==> src/can_central_pkg.sv <==
/*
 * constants, types and address decode for the central CAN status bank.
 * assumes a 32-bit APB master and two CAN controllers as flag sources.
 */
package can_central_pkg;

    localparam int N_CTL = 2;
    localparam int EVT_W = 10;

    typedef logic [31:0] word_t;

    typedef enum logic [2:0] {
        SEL_NONE,
        SEL_TX,
        SEL_RX,
        SEL_MISC,
        SEL_EVT,
        SEL_MASK
    } reg_sel_t;

    // byte addresses of the bank
    localparam word_t ADDR_TX   = 32'hE004_0000;
    localparam word_t ADDR_RX   = 32'hE004_0004;
    localparam word_t ADDR_MISC = 32'hE004_0008;
    localparam word_t ADDR_EVT  = 32'hE004_000C;
    localparam word_t ADDR_MASK = 32'hE004_0010;

    // lane base of each status byte
    localparam int LANE0 = 0;
    localparam int LANE1 = 8;
    localparam int LANE2 = 16;

    // reset values of the mirrored flags
    localparam logic [N_CTL-1:0] RST_LOW  = 2'h0;
    localparam logic [N_CTL-1:0] RST_HIGH = 2'h3;

    // event bit bases, two bits each
    localparam int EV_RXRDY = 0;
    localparam int EV_OVR   = 2;
    localparam int EV_ERR   = 4;
    localparam int EV_BUS   = 6;
    localparam int EV_TXC   = 8;

    function automatic reg_sel_t decode_addr(input word_t addr);
        reg_sel_t sel;
        sel = SEL_NONE;
        if (addr[31:2] == ADDR_TX[31:2])   sel = SEL_TX;
        if (addr[31:2] == ADDR_RX[31:2])   sel = SEL_RX;
        if (addr[31:2] == ADDR_MISC[31:2]) sel = SEL_MISC;
        if (addr[31:2] == ADDR_EVT[31:2])  sel = SEL_EVT;
        if (addr[31:2] == ADDR_MASK[31:2]) sel = SEL_MASK;
        return sel;
    endfunction : decode_addr

endpackage : can_central_pkg

==> src/regbus_if.sv <==
/*
 * internal request carrier between the APB front and the register logic.
 * assumes one clock; setup fields and commit are combinational, cmt_sel, cmt_write and cmt_wdata flopped.
 */
`timescale 1ns/100ps
interface regbus_if
    import can_central_pkg::*;
();
    logic     setup;
    reg_sel_t setup_sel;
    logic     commit;
    reg_sel_t cmt_sel;
    logic     cmt_write;
    word_t    cmt_wdata;

    modport front (output setup, setup_sel, commit, cmt_sel, cmt_write,
                   cmt_wdata);
    modport core  (input  setup, setup_sel, commit, cmt_sel, cmt_write,
                   cmt_wdata);
endinterface : regbus_if
==> src/apb_status_port.sv <==
/*
 * APB slave front: decode, zero-wait ready, error answer, request capture.
 * assumes APB master signalling synchronous to clk.
 */
`timescale 1ns/100ps
module apb_status_port
    import can_central_pkg::*;
(
    input  wire logic                  clk,
    input  wire logic                  rst,
    input  wire logic                  psel,
    input  wire logic                  penable,
    input  wire logic                  pwrite,
    input  wire can_central_pkg::word_t paddr,
    input  wire can_central_pkg::word_t pwdata,
    output logic                       pready,
    output logic                       pslverr,
    regbus_if.front                    bus
);
    logic ro_sel;

    assign bus.setup     = psel & ~penable;
    assign bus.setup_sel = decode_addr(paddr);
    assign bus.commit    = pready & psel & penable;
    assign ro_sel = (bus.setup_sel == SEL_TX) ||
                    (bus.setup_sel == SEL_RX) ||
                    (bus.setup_sel == SEL_MISC);

    // ready always follows setup by one cycle, so no wait states
    always_ff @(posedge clk or posedge rst)
    begin
        if (rst)
        begin
            pready        <= 1'b0;
            pslverr       <= 1'b0;
            bus.cmt_sel   <= SEL_NONE;
            bus.cmt_write <= 1'b0;
            bus.cmt_wdata <= '0;
        end
        else
        begin
            pready <= bus.setup;
            if (bus.setup)
            begin
                bus.cmt_sel   <= bus.setup_sel;
                bus.cmt_write <= pwrite;
                bus.cmt_wdata <= pwdata;
                // writes to the three read-only status words, and any unmapped access, are refused with an error
                pslverr <= (bus.setup_sel == SEL_NONE) ||
                           (pwrite && ro_sel);
            end
        end
    end
endmodule : apb_status_port

==> src/central_can_status_regs.sv <==
/*
 * central CAN status bank: mirrors per-controller status flags into three
 * read-only registers, plus event flags with mask and interrupt, on APB.
 * assumes the controller flags are synchronous to clk and that the APB
 * master byte/halfword reads take their lanes from the full word.
 */
// Design decision made here: register access over APB.
`timescale 1ns/100ps

module central_can_status_regs
    import can_central_pkg::*;
(
    input  wire logic                  clk,
    input  wire logic                  rst,
    input  wire logic                  psel,
    input  wire logic                  penable,
    input  wire logic                  pwrite,
    input  wire can_central_pkg::word_t paddr,
    input  wire can_central_pkg::word_t pwdata,
    output logic                       pready,
    output can_central_pkg::word_t     prdata,
    output logic                       pslverr,
    input  wire logic                  ctl1_transmitting,
    input  wire logic                  ctl2_transmitting,
    input  wire logic                  ctl1_tx_buffers_free,
    input  wire logic                  ctl2_tx_buffers_free,
    input  wire logic                  ctl1_tx_complete,
    input  wire logic                  ctl2_tx_complete,
    input  wire logic                  ctl1_receiving,
    input  wire logic                  ctl2_receiving,
    input  wire logic                  ctl1_rx_frame_ready,
    input  wire logic                  ctl2_rx_frame_ready,
    input  wire logic                  ctl1_rx_overrun,
    input  wire logic                  ctl2_rx_overrun,
    input  wire logic                  ctl1_error_warning,
    input  wire logic                  ctl2_error_warning,
    input  wire logic                  ctl1_bus_state,
    input  wire logic                  ctl2_bus_state,
    output logic                       irq
);
    import can_central_pkg::*;

    // ****************************************************************
    // source gathering and mirrors
    // ****************************************************************

    logic [N_CTL-1:0] src_ts;
    logic [N_CTL-1:0] src_tbs;
    logic [N_CTL-1:0] src_tcs;
    logic [N_CTL-1:0] src_rs;
    logic [N_CTL-1:0] src_rb;
    logic [N_CTL-1:0] src_dos;
    logic [N_CTL-1:0] src_err;
    logic [N_CTL-1:0] src_bus;
    logic [N_CTL-1:0] m_ts;
    logic [N_CTL-1:0] m_tbs;
    logic [N_CTL-1:0] m_tcs;
    logic [N_CTL-1:0] m_rs;
    logic [N_CTL-1:0] m_rb;
    logic [N_CTL-1:0] m_dos;
    logic [N_CTL-1:0] m_err;
    logic [N_CTL-1:0] m_bus;
    word_t            tx_img;
    word_t            rx_img;
    word_t            misc_img;
    word_t            next_rdata;
    logic [EVT_W-1:0] evt_set;
    logic [EVT_W-1:0] evt_status;
    logic [EVT_W-1:0] evt_mask;

    // index 0 is controller one, so it lands in the lane's low bit
    assign src_ts  = {ctl2_transmitting, ctl1_transmitting};
    assign src_tbs = {ctl2_tx_buffers_free, ctl1_tx_buffers_free};
    assign src_tcs = {ctl2_tx_complete, ctl1_tx_complete};
    assign src_rs  = {ctl2_receiving, ctl1_receiving};
    assign src_rb  = {ctl2_rx_frame_ready, ctl1_rx_frame_ready};
    assign src_dos = {ctl2_rx_overrun, ctl1_rx_overrun};
    assign src_err = {ctl2_error_warning, ctl1_error_warning};
    assign src_bus = {ctl2_bus_state, ctl1_bus_state};

    // one register stage so reads never see a half-changed source
    always_ff @(posedge clk or posedge rst)
    begin
        if (rst)
        begin
            m_ts  <= RST_LOW;
            m_tbs <= RST_HIGH;
            m_tcs <= RST_HIGH;
            m_rs  <= RST_LOW;
            m_rb  <= RST_LOW;
            m_dos <= RST_LOW;
            m_err <= RST_LOW;
            m_bus <= RST_LOW;
        end
        else
        begin
            m_ts  <= src_ts;
            m_tbs <= src_tbs;
            m_tcs <= src_tcs;
            m_rs  <= src_rs;
            m_rb  <= src_rb;
            m_dos <= src_dos;
            m_err <= src_err;
            m_bus <= src_bus;
        end
    end

    // reserved bits read as zero
    always_comb
    begin
        tx_img   = '0;
        rx_img   = '0;
        misc_img = '0;
        tx_img[LANE0 +: N_CTL]   = m_ts;
        tx_img[LANE1 +: N_CTL]   = m_tbs;
        tx_img[LANE2 +: N_CTL]   = m_tcs;
        rx_img[LANE0 +: N_CTL]   = m_rs;
        rx_img[LANE1 +: N_CTL]   = m_rb;
        rx_img[LANE2 +: N_CTL]   = m_dos;
        misc_img[LANE0 +: N_CTL] = m_err;
        misc_img[LANE1 +: N_CTL] = m_bus;
    end

    // ****************************************************************
    // events: rising edges of the flags software usually waits on
    // ****************************************************************

    genvar gi;
    generate
        for (gi = 0; gi < N_CTL; gi++)
        begin : g_evt
            assign evt_set[EV_RXRDY + gi] = src_rb[gi]  & ~m_rb[gi];
            assign evt_set[EV_OVR + gi]   = src_dos[gi] & ~m_dos[gi];
            assign evt_set[EV_ERR + gi]   = src_err[gi] & ~m_err[gi];
            assign evt_set[EV_BUS + gi]   = src_bus[gi] & ~m_bus[gi];
            assign evt_set[EV_TXC + gi]   = src_tcs[gi] & ~m_tcs[gi];
        end
    endgenerate

    // ****************************************************************
    // bus front and interrupt unit
    // ****************************************************************

    regbus_if bus ();

    apb_status_port apb_status_port_inst (
        .clk     (clk),
        .rst     (rst),
        .psel    (psel),
        .penable (penable),
        .pwrite  (pwrite),
        .paddr   (paddr),
        .pwdata  (pwdata),
        .pready  (pready),
        .pslverr (pslverr),
        .bus     (bus.front)
    );

    event_irq_unit event_irq_unit_inst (
        .clk     (clk),
        .rst     (rst),
        .bus     (bus.core),
        .evt_set (evt_set),
        .status  (evt_status),
        .mask    (evt_mask),
        .irq     (irq)
    );

    // ****************************************************************
    // read path
    // ****************************************************************

    // the full word is always returned; narrow reads pick their lanes
    always_comb
    begin
        next_rdata = '0;
        unique case (bus.setup_sel)
            SEL_TX:   next_rdata = tx_img;
            SEL_RX:   next_rdata = rx_img;
            SEL_MISC: next_rdata = misc_img;
            SEL_EVT:  next_rdata[EVT_W-1:0] = evt_status;
            SEL_MASK: next_rdata[EVT_W-1:0] = evt_mask;
            SEL_NONE: next_rdata = '0;
        endcase
    end

    // data is sampled at setup: it is the mirror state of that moment
    always_ff @(posedge clk or posedge rst)
    begin
        if (rst)
            prdata <= '0;
        else if (bus.setup && !pwrite)
            prdata <= next_rdata;
    end

    // ****************************************************************
    // checks
    // ****************************************************************

    // the mirrors stay at their reset values for the edge after release,
    // whatever the sources show, so that edge is not compared
    chk_tx_lanes: assert property (
        @(posedge clk) disable iff (rst)
        !$past(rst) |-> tx_img[LANE0 +: N_CTL] == $past(src_ts))
        else $error("transmitting lanes do not follow sources");

    chk_tx_free: assert property (
        @(posedge clk) disable iff (rst)
        !$past(rst) |-> (tx_img[LANE1 +: N_CTL] == $past(src_tbs) &&
                         tx_img[LANE2 +: N_CTL] == $past(src_tcs)))
        else $error("buffer free or complete lanes wrong");

    chk_rx_image: assert property (
        @(posedge clk) disable iff (rst)
        !$past(rst) |->
        rx_img == ({14'h0000, $past(src_dos), 6'h00, $past(src_rb),
                    6'h00, $past(src_rs)}))
        else $error("receive status image wrong");

    chk_misc_image: assert property (
        @(posedge clk) disable iff (rst)
        !$past(rst) |->
        misc_img == ({22'h000000, $past(src_bus), 6'h00,
                      $past(src_err)}))
        else $error("misc status image wrong");

    chk_reset_values: assert property (
        @(posedge clk) disable iff (rst)
        $past(rst) |-> (m_tbs == RST_HIGH && m_tcs == RST_HIGH &&
                        m_ts == RST_LOW && m_rs == RST_LOW &&
                        m_rb == RST_LOW && m_dos == RST_LOW &&
                        m_err == RST_LOW && m_bus == RST_LOW))
        else $error("mirror reset value wrong");

    chk_lane_order: assert property (
        @(posedge clk) disable iff (rst)
        (!$past(rst) && bus.setup && !pwrite &&
         bus.setup_sel == SEL_RX) ##1 1'b1
        |-> prdata[LANE1] == $past(ctl1_rx_frame_ready, 2) &&
            prdata[LANE1 + 1] == $past(ctl2_rx_frame_ready, 2))
        else $error("controller order in lane wrong");

    chk_read_current: assert property (
        @(posedge clk) disable iff (rst)
        (bus.setup && !pwrite && bus.setup_sel == SEL_MISC)
        |=> prdata == $past(misc_img) && pready && !pslverr)
        else $error("read did not return current status");

    chk_ro_refused: assert property (
        @(posedge clk) disable iff (rst)
        (bus.setup && pwrite && bus.setup_sel == SEL_TX)
        |=> pready && pslverr ##1 tx_img[LANE0 +: N_CTL] == $past(src_ts))
        else $error("write to read-only register accepted");

    chk_overrun_evt: assert property (
        @(posedge clk) disable iff (rst)
        $rose(m_dos[0]) |-> evt_status[EV_OVR])
        else $error("overrun rise did not set event flag");

    chk_bus_lane: assert property (
        @(posedge clk) disable iff (rst)
        $rose(ctl2_bus_state) ##1 ctl2_bus_state |-> misc_img[LANE1 + 1] [*2])
        else $error("bus state lane did not follow");

    chk_frame_lane: assert property (
        @(posedge clk) disable iff (rst)
        $fell(ctl1_rx_frame_ready) |=> !rx_img[LANE1])
        else $error("frame ready lane did not clear");

    chk_irq_level: assert property (
        @(posedge clk) disable iff (rst)
        (|(evt_status & evt_mask)) |=> irq)
        else $error("unmasked event without interrupt");

    chk_irq_clear: assert property (
        @(posedge clk) disable iff (rst)
        !(|(evt_status & evt_mask)) |=> !irq)
        else $error("interrupt without unmasked event");

    chk_event_sticky: assert property (
        @(posedge clk) disable iff (rst)
        (|evt_set) |=> ((evt_status & $past(evt_set)) == $past(evt_set)))
        else $error("event lost or overruled by a clear");

    chk_ready_once: assert property (
        @(posedge clk) disable iff (rst)
        bus.setup |=> pready ##1 !pready)
        else $error("ready not exactly one cycle after setup");

    chk_unmapped_err: assert property (
        @(posedge clk) disable iff (rst)
        (bus.setup && !pwrite && bus.setup_sel == SEL_NONE)
        |=> pslverr && prdata == '0)
        else $error("unmapped read not refused");

    chk_tx_read: assert property (
        @(posedge clk) disable iff (rst)
        (bus.setup && !pwrite && bus.setup_sel == SEL_TX)
        |=> prdata == $past(tx_img) && !pslverr)
        else $error("transmit status read wrong");

endmodule : central_can_status_regs

==> src/event_irq_unit.sv <==
/*
 * sticky event flags, write-one-to-clear, mask and level interrupt.
 * assumes one-cycle event pulses and commit from the APB front.
 */
`timescale 1ns/100ps
module event_irq_unit
    import can_central_pkg::*;
(
    input  wire logic                  clk,
    input  wire logic                  rst,
    regbus_if.core                     bus,
    input  wire logic [EVT_W-1:0]      evt_set,
    output logic      [EVT_W-1:0]      status,
    output logic      [EVT_W-1:0]      mask,
    output logic                       irq
);
    logic [EVT_W-1:0] clr;

    assign clr = (bus.commit && bus.cmt_write && bus.cmt_sel == SEL_EVT)
                 ? bus.cmt_wdata[EVT_W-1:0] : '0;

    // a new event wins over a clear landing in the same cycle
    always_ff @(posedge clk or posedge rst)
    begin
        if (rst)
            status <= '0;
        else
            status <= (status & ~clr) | evt_set;
    end

    always_ff @(posedge clk or posedge rst)
    begin
        if (rst)
            mask <= '0;
        else if (bus.commit && bus.cmt_write && bus.cmt_sel == SEL_MASK)
            mask <= bus.cmt_wdata[EVT_W-1:0];
    end

    always_ff @(posedge clk or posedge rst)
    begin
        if (rst)
            irq <= 1'b0;
        else
            irq <= |(status & mask);
    end
endmodule : event_irq_unit

==> config.mk <==
export PLATFORM = sky130hd
export DESIGN_NAME = central_can_status_regs
export DESIGN_NICKNAME = d
export VERILOG_FILES = /design/src/can_central_pkg.sv /design/src/regbus_if.sv /design/src/apb_status_port.sv /design/src/central_can_status_regs.sv /design/src/event_irq_unit.sv
export SDC_FILE = /design/constraint.sdc
export NUM_CORES = 1
export LEC_CHECK = 0
export CORE_ASPECT_RATIO = 0.8
export CORE_MARGIN = 4
export CORE_UTILIZATION = 42
export CTS_CLUSTER_DIAMETER = 40
export DETAILED_ROUTE_END_ITERATION = 8
export DONT_BUFFER_PORTS = 1
export GPL_TIMING_DRIVEN = 0
export PLACE_DENSITY = 0.53
export RECOVER_POWER = 50
export SLEW_MARGIN = 20
export SYNTH_ARGS = -nofsm -noshare
export SYNTH_HDL_FRONTEND = slang
export SYNTH_SLANG_ARGS = --single-unit
==> constraint.sdc <==
create_clock -name clk -period 2.55 [get_ports clk]
set_clock_uncertainty 0.2 [all_clocks]
set_input_delay 0.255 -clock clk [delete_from_list [all_inputs] [get_ports clk]]
set_output_delay 0.255 -clock clk [all_outputs]
set_load 0.02 [all_outputs]
==> flow_summary.ini <==
[power]
irDropWorstVdd_mv = 0.408
clkPwrFrac_pct = 43.2
power_density_nw_per_um2 = 625
power_mw = 2.28
power_leakage_nw = 1.63
sw_frac_of_total_pct = 23.9
combPwrFrac_pct = 9.2
internal_power_mw = 1.74
p_sw_mw = 0.546
p_seq_share_pct = 47.6

[route]
wl_per_cell_um = 16.6
drc_errors = 0
dr_total_vias = 2113
ant_nets = 0
drt_wl_total_mm = 7.01
vias_per_cell = 5.02
dr.pass1.iters = 4
drt_iter0_drc = 80

[placement]
hpwlAfterDp_mm = 5.21
io_buffers = 0
routabilityCongestion = 0.745

[yosys]
synthArstFlopShare_pct = 100
yosysWarningCount = 0
synthCells = 272
synth_seq_area_share_pct = 55.7
synth.top_cell.area_share_pct = 52.1
netlist.top_cell.by_area = dfrtp_1
synth_area_sq_um = 2930
synth-seq-cells = 65
synth_area_leaders = dfrtp_1, o21ai_0, mux2_2
ys_dominant_reg_cell = dfrtp_1
syn_area_per_cell_sq_um = 10.8
ys_types = 33
synth_edf_count = 0

[clocking]
numCtsBuffers = 9
cts_root_buf = clkbuf_8
cts_setup_buffers = 0
htreeDepth = 3
cts.sinks = 65
clockBufferDepth = 2
clk_pin_slew_ns = 0.07
cts_tree = done
clk_latency_ns = 0.34
holdBufCountCts = 29
ctsResizeCount = 0

[floorplanning]
dieArea_sq_um = 8390
start_util_pct = 44.6
fp.coreArea_sq_um = 6570
rows = 26
io-pin-count = 120
dieWidth_um = 101
die_h_um = 82.7

[timing]
setup_viol = 0
setup_tns_ns = 0
hold_viol = 0
worst_slew_pin_slew_ns = 0.941
drv_slew = 0
period_share_pct = 77.8
rsz0062_at_grt = false
min_period_ns = 1.98
whs_ns = 0.0424
fmax_mhz = 504
slew_headroom_pct = 36.9

[grt]
grt_pass1_vias = 2071
overflow = 0
grt_usage_pct = 17.5
antenna_found_initial = 0
grt_max_degree = 47
grt_pass1_wl_mm = 10.8

[setup_path]
crit_cells = 5
timing.critical_path.mode_cell = o21ai_0
worstPathRequired_ns = 2.56
reg2regPathDepth = 5
crit_path_start_kind = flip-flop
crit_buf_inv = 1
critPathKind = flip-flop to flip-flop
cp_slowest_cell = dfrtp_1
cp_top_family = simple AND/OR/NAND/NOR gates
crit_path_cell_trace = nand2_1 -> or4_1 -> clkbuf_1 -> o21ai_0 -> o21ai_0
crit_path_end_kind = flip-flop
cpPeakStageDelay_ns = 0.48
cp.arrival_ns = 2.00
crit_path_max_fanout = 10

[job]
cap_violations = 0

[cells_and_area]
fillerInstances = 621
seqCellArea_sq_um = 1630
layout-drive-gt1-share_pct = 21.4
nets = 417
antennaDiodeCount = 0
post-route-util_pct = 55.6
multiInputGateArea_sq_um = 1080
syn_to_final_growth_pct = 24.7

[min_path]
holdCritPathClass = primary input to flip-flop
hold-path-cell-count = 3

[run_status]
status = complete, no violations
[cells in the final DEF, fill, tap and decap left out, types with 9 or more instances in the layout]
cell type | synthesis | layout
dlygate4sd3_1 | 0 | 29
mux2_2 | 16 | 16
conb_1 | 1 | 20
clkbuf_8 | 0 | 10
inv_1 | 21 | 20
a22oi_1 | 9 | 9
o21ai_0 | 41 | 41
nand2_1 | 36 | 36
dfrtp_1 | 61 | 61
buf_4 | 21 | 21
[kinds of logic after synthesis]
| group | Yosys count | synth area share (%) |
|---|---|---|
| compound gates | 69 | 16.3 |
| simple gates | 67 | 11.6 |
| flops | 65 | 55.7 |
| buf+inv | 53 | 9.82 |
| mux | 16 | 6.15 |
| xor+xnor | 1 | 0.299 |
| other cells | 1 | 0.128 |
[synthesized netlist by cell type, types with 2 or more instances]
| library cell | instances |
|---|---|
| a21oi_1 | 2 |
| a222oi_1 | 4 |
| a22oi_1 | 9 |
| buf_2 | 2 |
| buf_4 | 21 |
| clkbuf_1 | 7 |
| dfrtp_1 | 61 |
| dfstp_2 | 4 |
| inv_1 | 21 |
| mux2_2 | 16 |
| nand2_1 | 36 |
| nand2b_1 | 7 |
| nand3_1 | 3 |
| nand4_1 | 2 |
| nor2_1 | 6 |
| nor3_1 | 2 |
| nor4b_2 | 3 |
| o21ai_0 | 41 |
| o31ai_1 | 4 |
| o41ai_2 | 6 |
| or4_1 | 3 |
[tightest hold or removal path, stage by stage]
cell and delay, ns:
nand2b_1 0.13, nand2_1 0.11, nand2_1 0.04
[path summary, 6_finish.rpt]
check                                       startpoint                                     to  slack (ns)
max                        apb_status_port_inst.pready          event_irq_unit_inst.status[6]        0.57
min                                               psel     apb_status_port_inst.bus.cmt_write        0.04
max reg2reg                apb_status_port_inst.pready          event_irq_unit_inst.status[6]        0.57
min reg2reg                                   m_dos[1]          event_irq_unit_inst.status[3]        0.24
max in group asynchronous                          rst                               m_tcs[1]        1.12
min in group asynchronous                          rst  apb_status_port_inst.bus.cmt_wdata[8]        0.31
[routing by layer]
metal  vias to the layer above  part of all wire [%]  GRT usage [%]
li1                       1028                     -              -
met4                         0                   1.6           6.11
met3                        11                   5.5           5.71
met5                         -                     0              0
met2                        60                    48           28.0
met1                      1014                    45           22.5
[power groups by stage]
stage / Combinational [mW] / Sequential, mW / Clock [mW]
4_1_cts: 0.212 / 1.09 / 1.01
2_1_floorplan: 0.138 / 1.10 / 0
3_3_place_gp: 0.166 / 1.11 / 0
3_5_place_dp: 0.173 / 1.11 / 0
5_1_grt: 0.237 / 1.09 / 1.06
6_report: 0.210 / 1.09 / 0.985
[state kept, by name (all words and copies together) (netlist names)]
name,cells
m_bus,2
prdata,12
apb_status_port_inst.bus.cmt_write,1
m_rs,2
m_err,2
apb_status_port_inst.pready,1
apb_status_port_inst.pslverr,1
apb_status_port_inst.bus.cmt_sel,3
m_tbs,2
event_irq_unit_inst.irq,1
apb_status_port_inst.bus.cmt_wdata,10
m_ts,2
event_irq_unit_inst.status,10
event_irq_unit_inst.mask,10
m_tcs,2
m_dos,2
m_rb,2
[per-stage QoR]
stage | setup slack (ns) | instances | area (sq um)
finish | 0.567 | 421 | 3650
global route | 0.424 | 421 | 3650
CTS | 0.552 | 421 | 3660
detailed placement | 0.456 | 376 | 3140
global placement | -0.287 | 375 | 3110
floorplan | 0.475 | 291 | 3000
[area by class of cell]
type | count | area share (%)
well taps | 84 | 2.88
plain buffers | 31 | 5.61
inverters | 22 | 2.29
repair buffers | 30 | 8.70
clock buffers | 10 | 3.77
clock inverters | 6 | 2.50
flip-flops and latches | 65 | 44.6
multi-input cells | 173 | 29.6
Note: power is estimated with default switching activity, not from simulation.
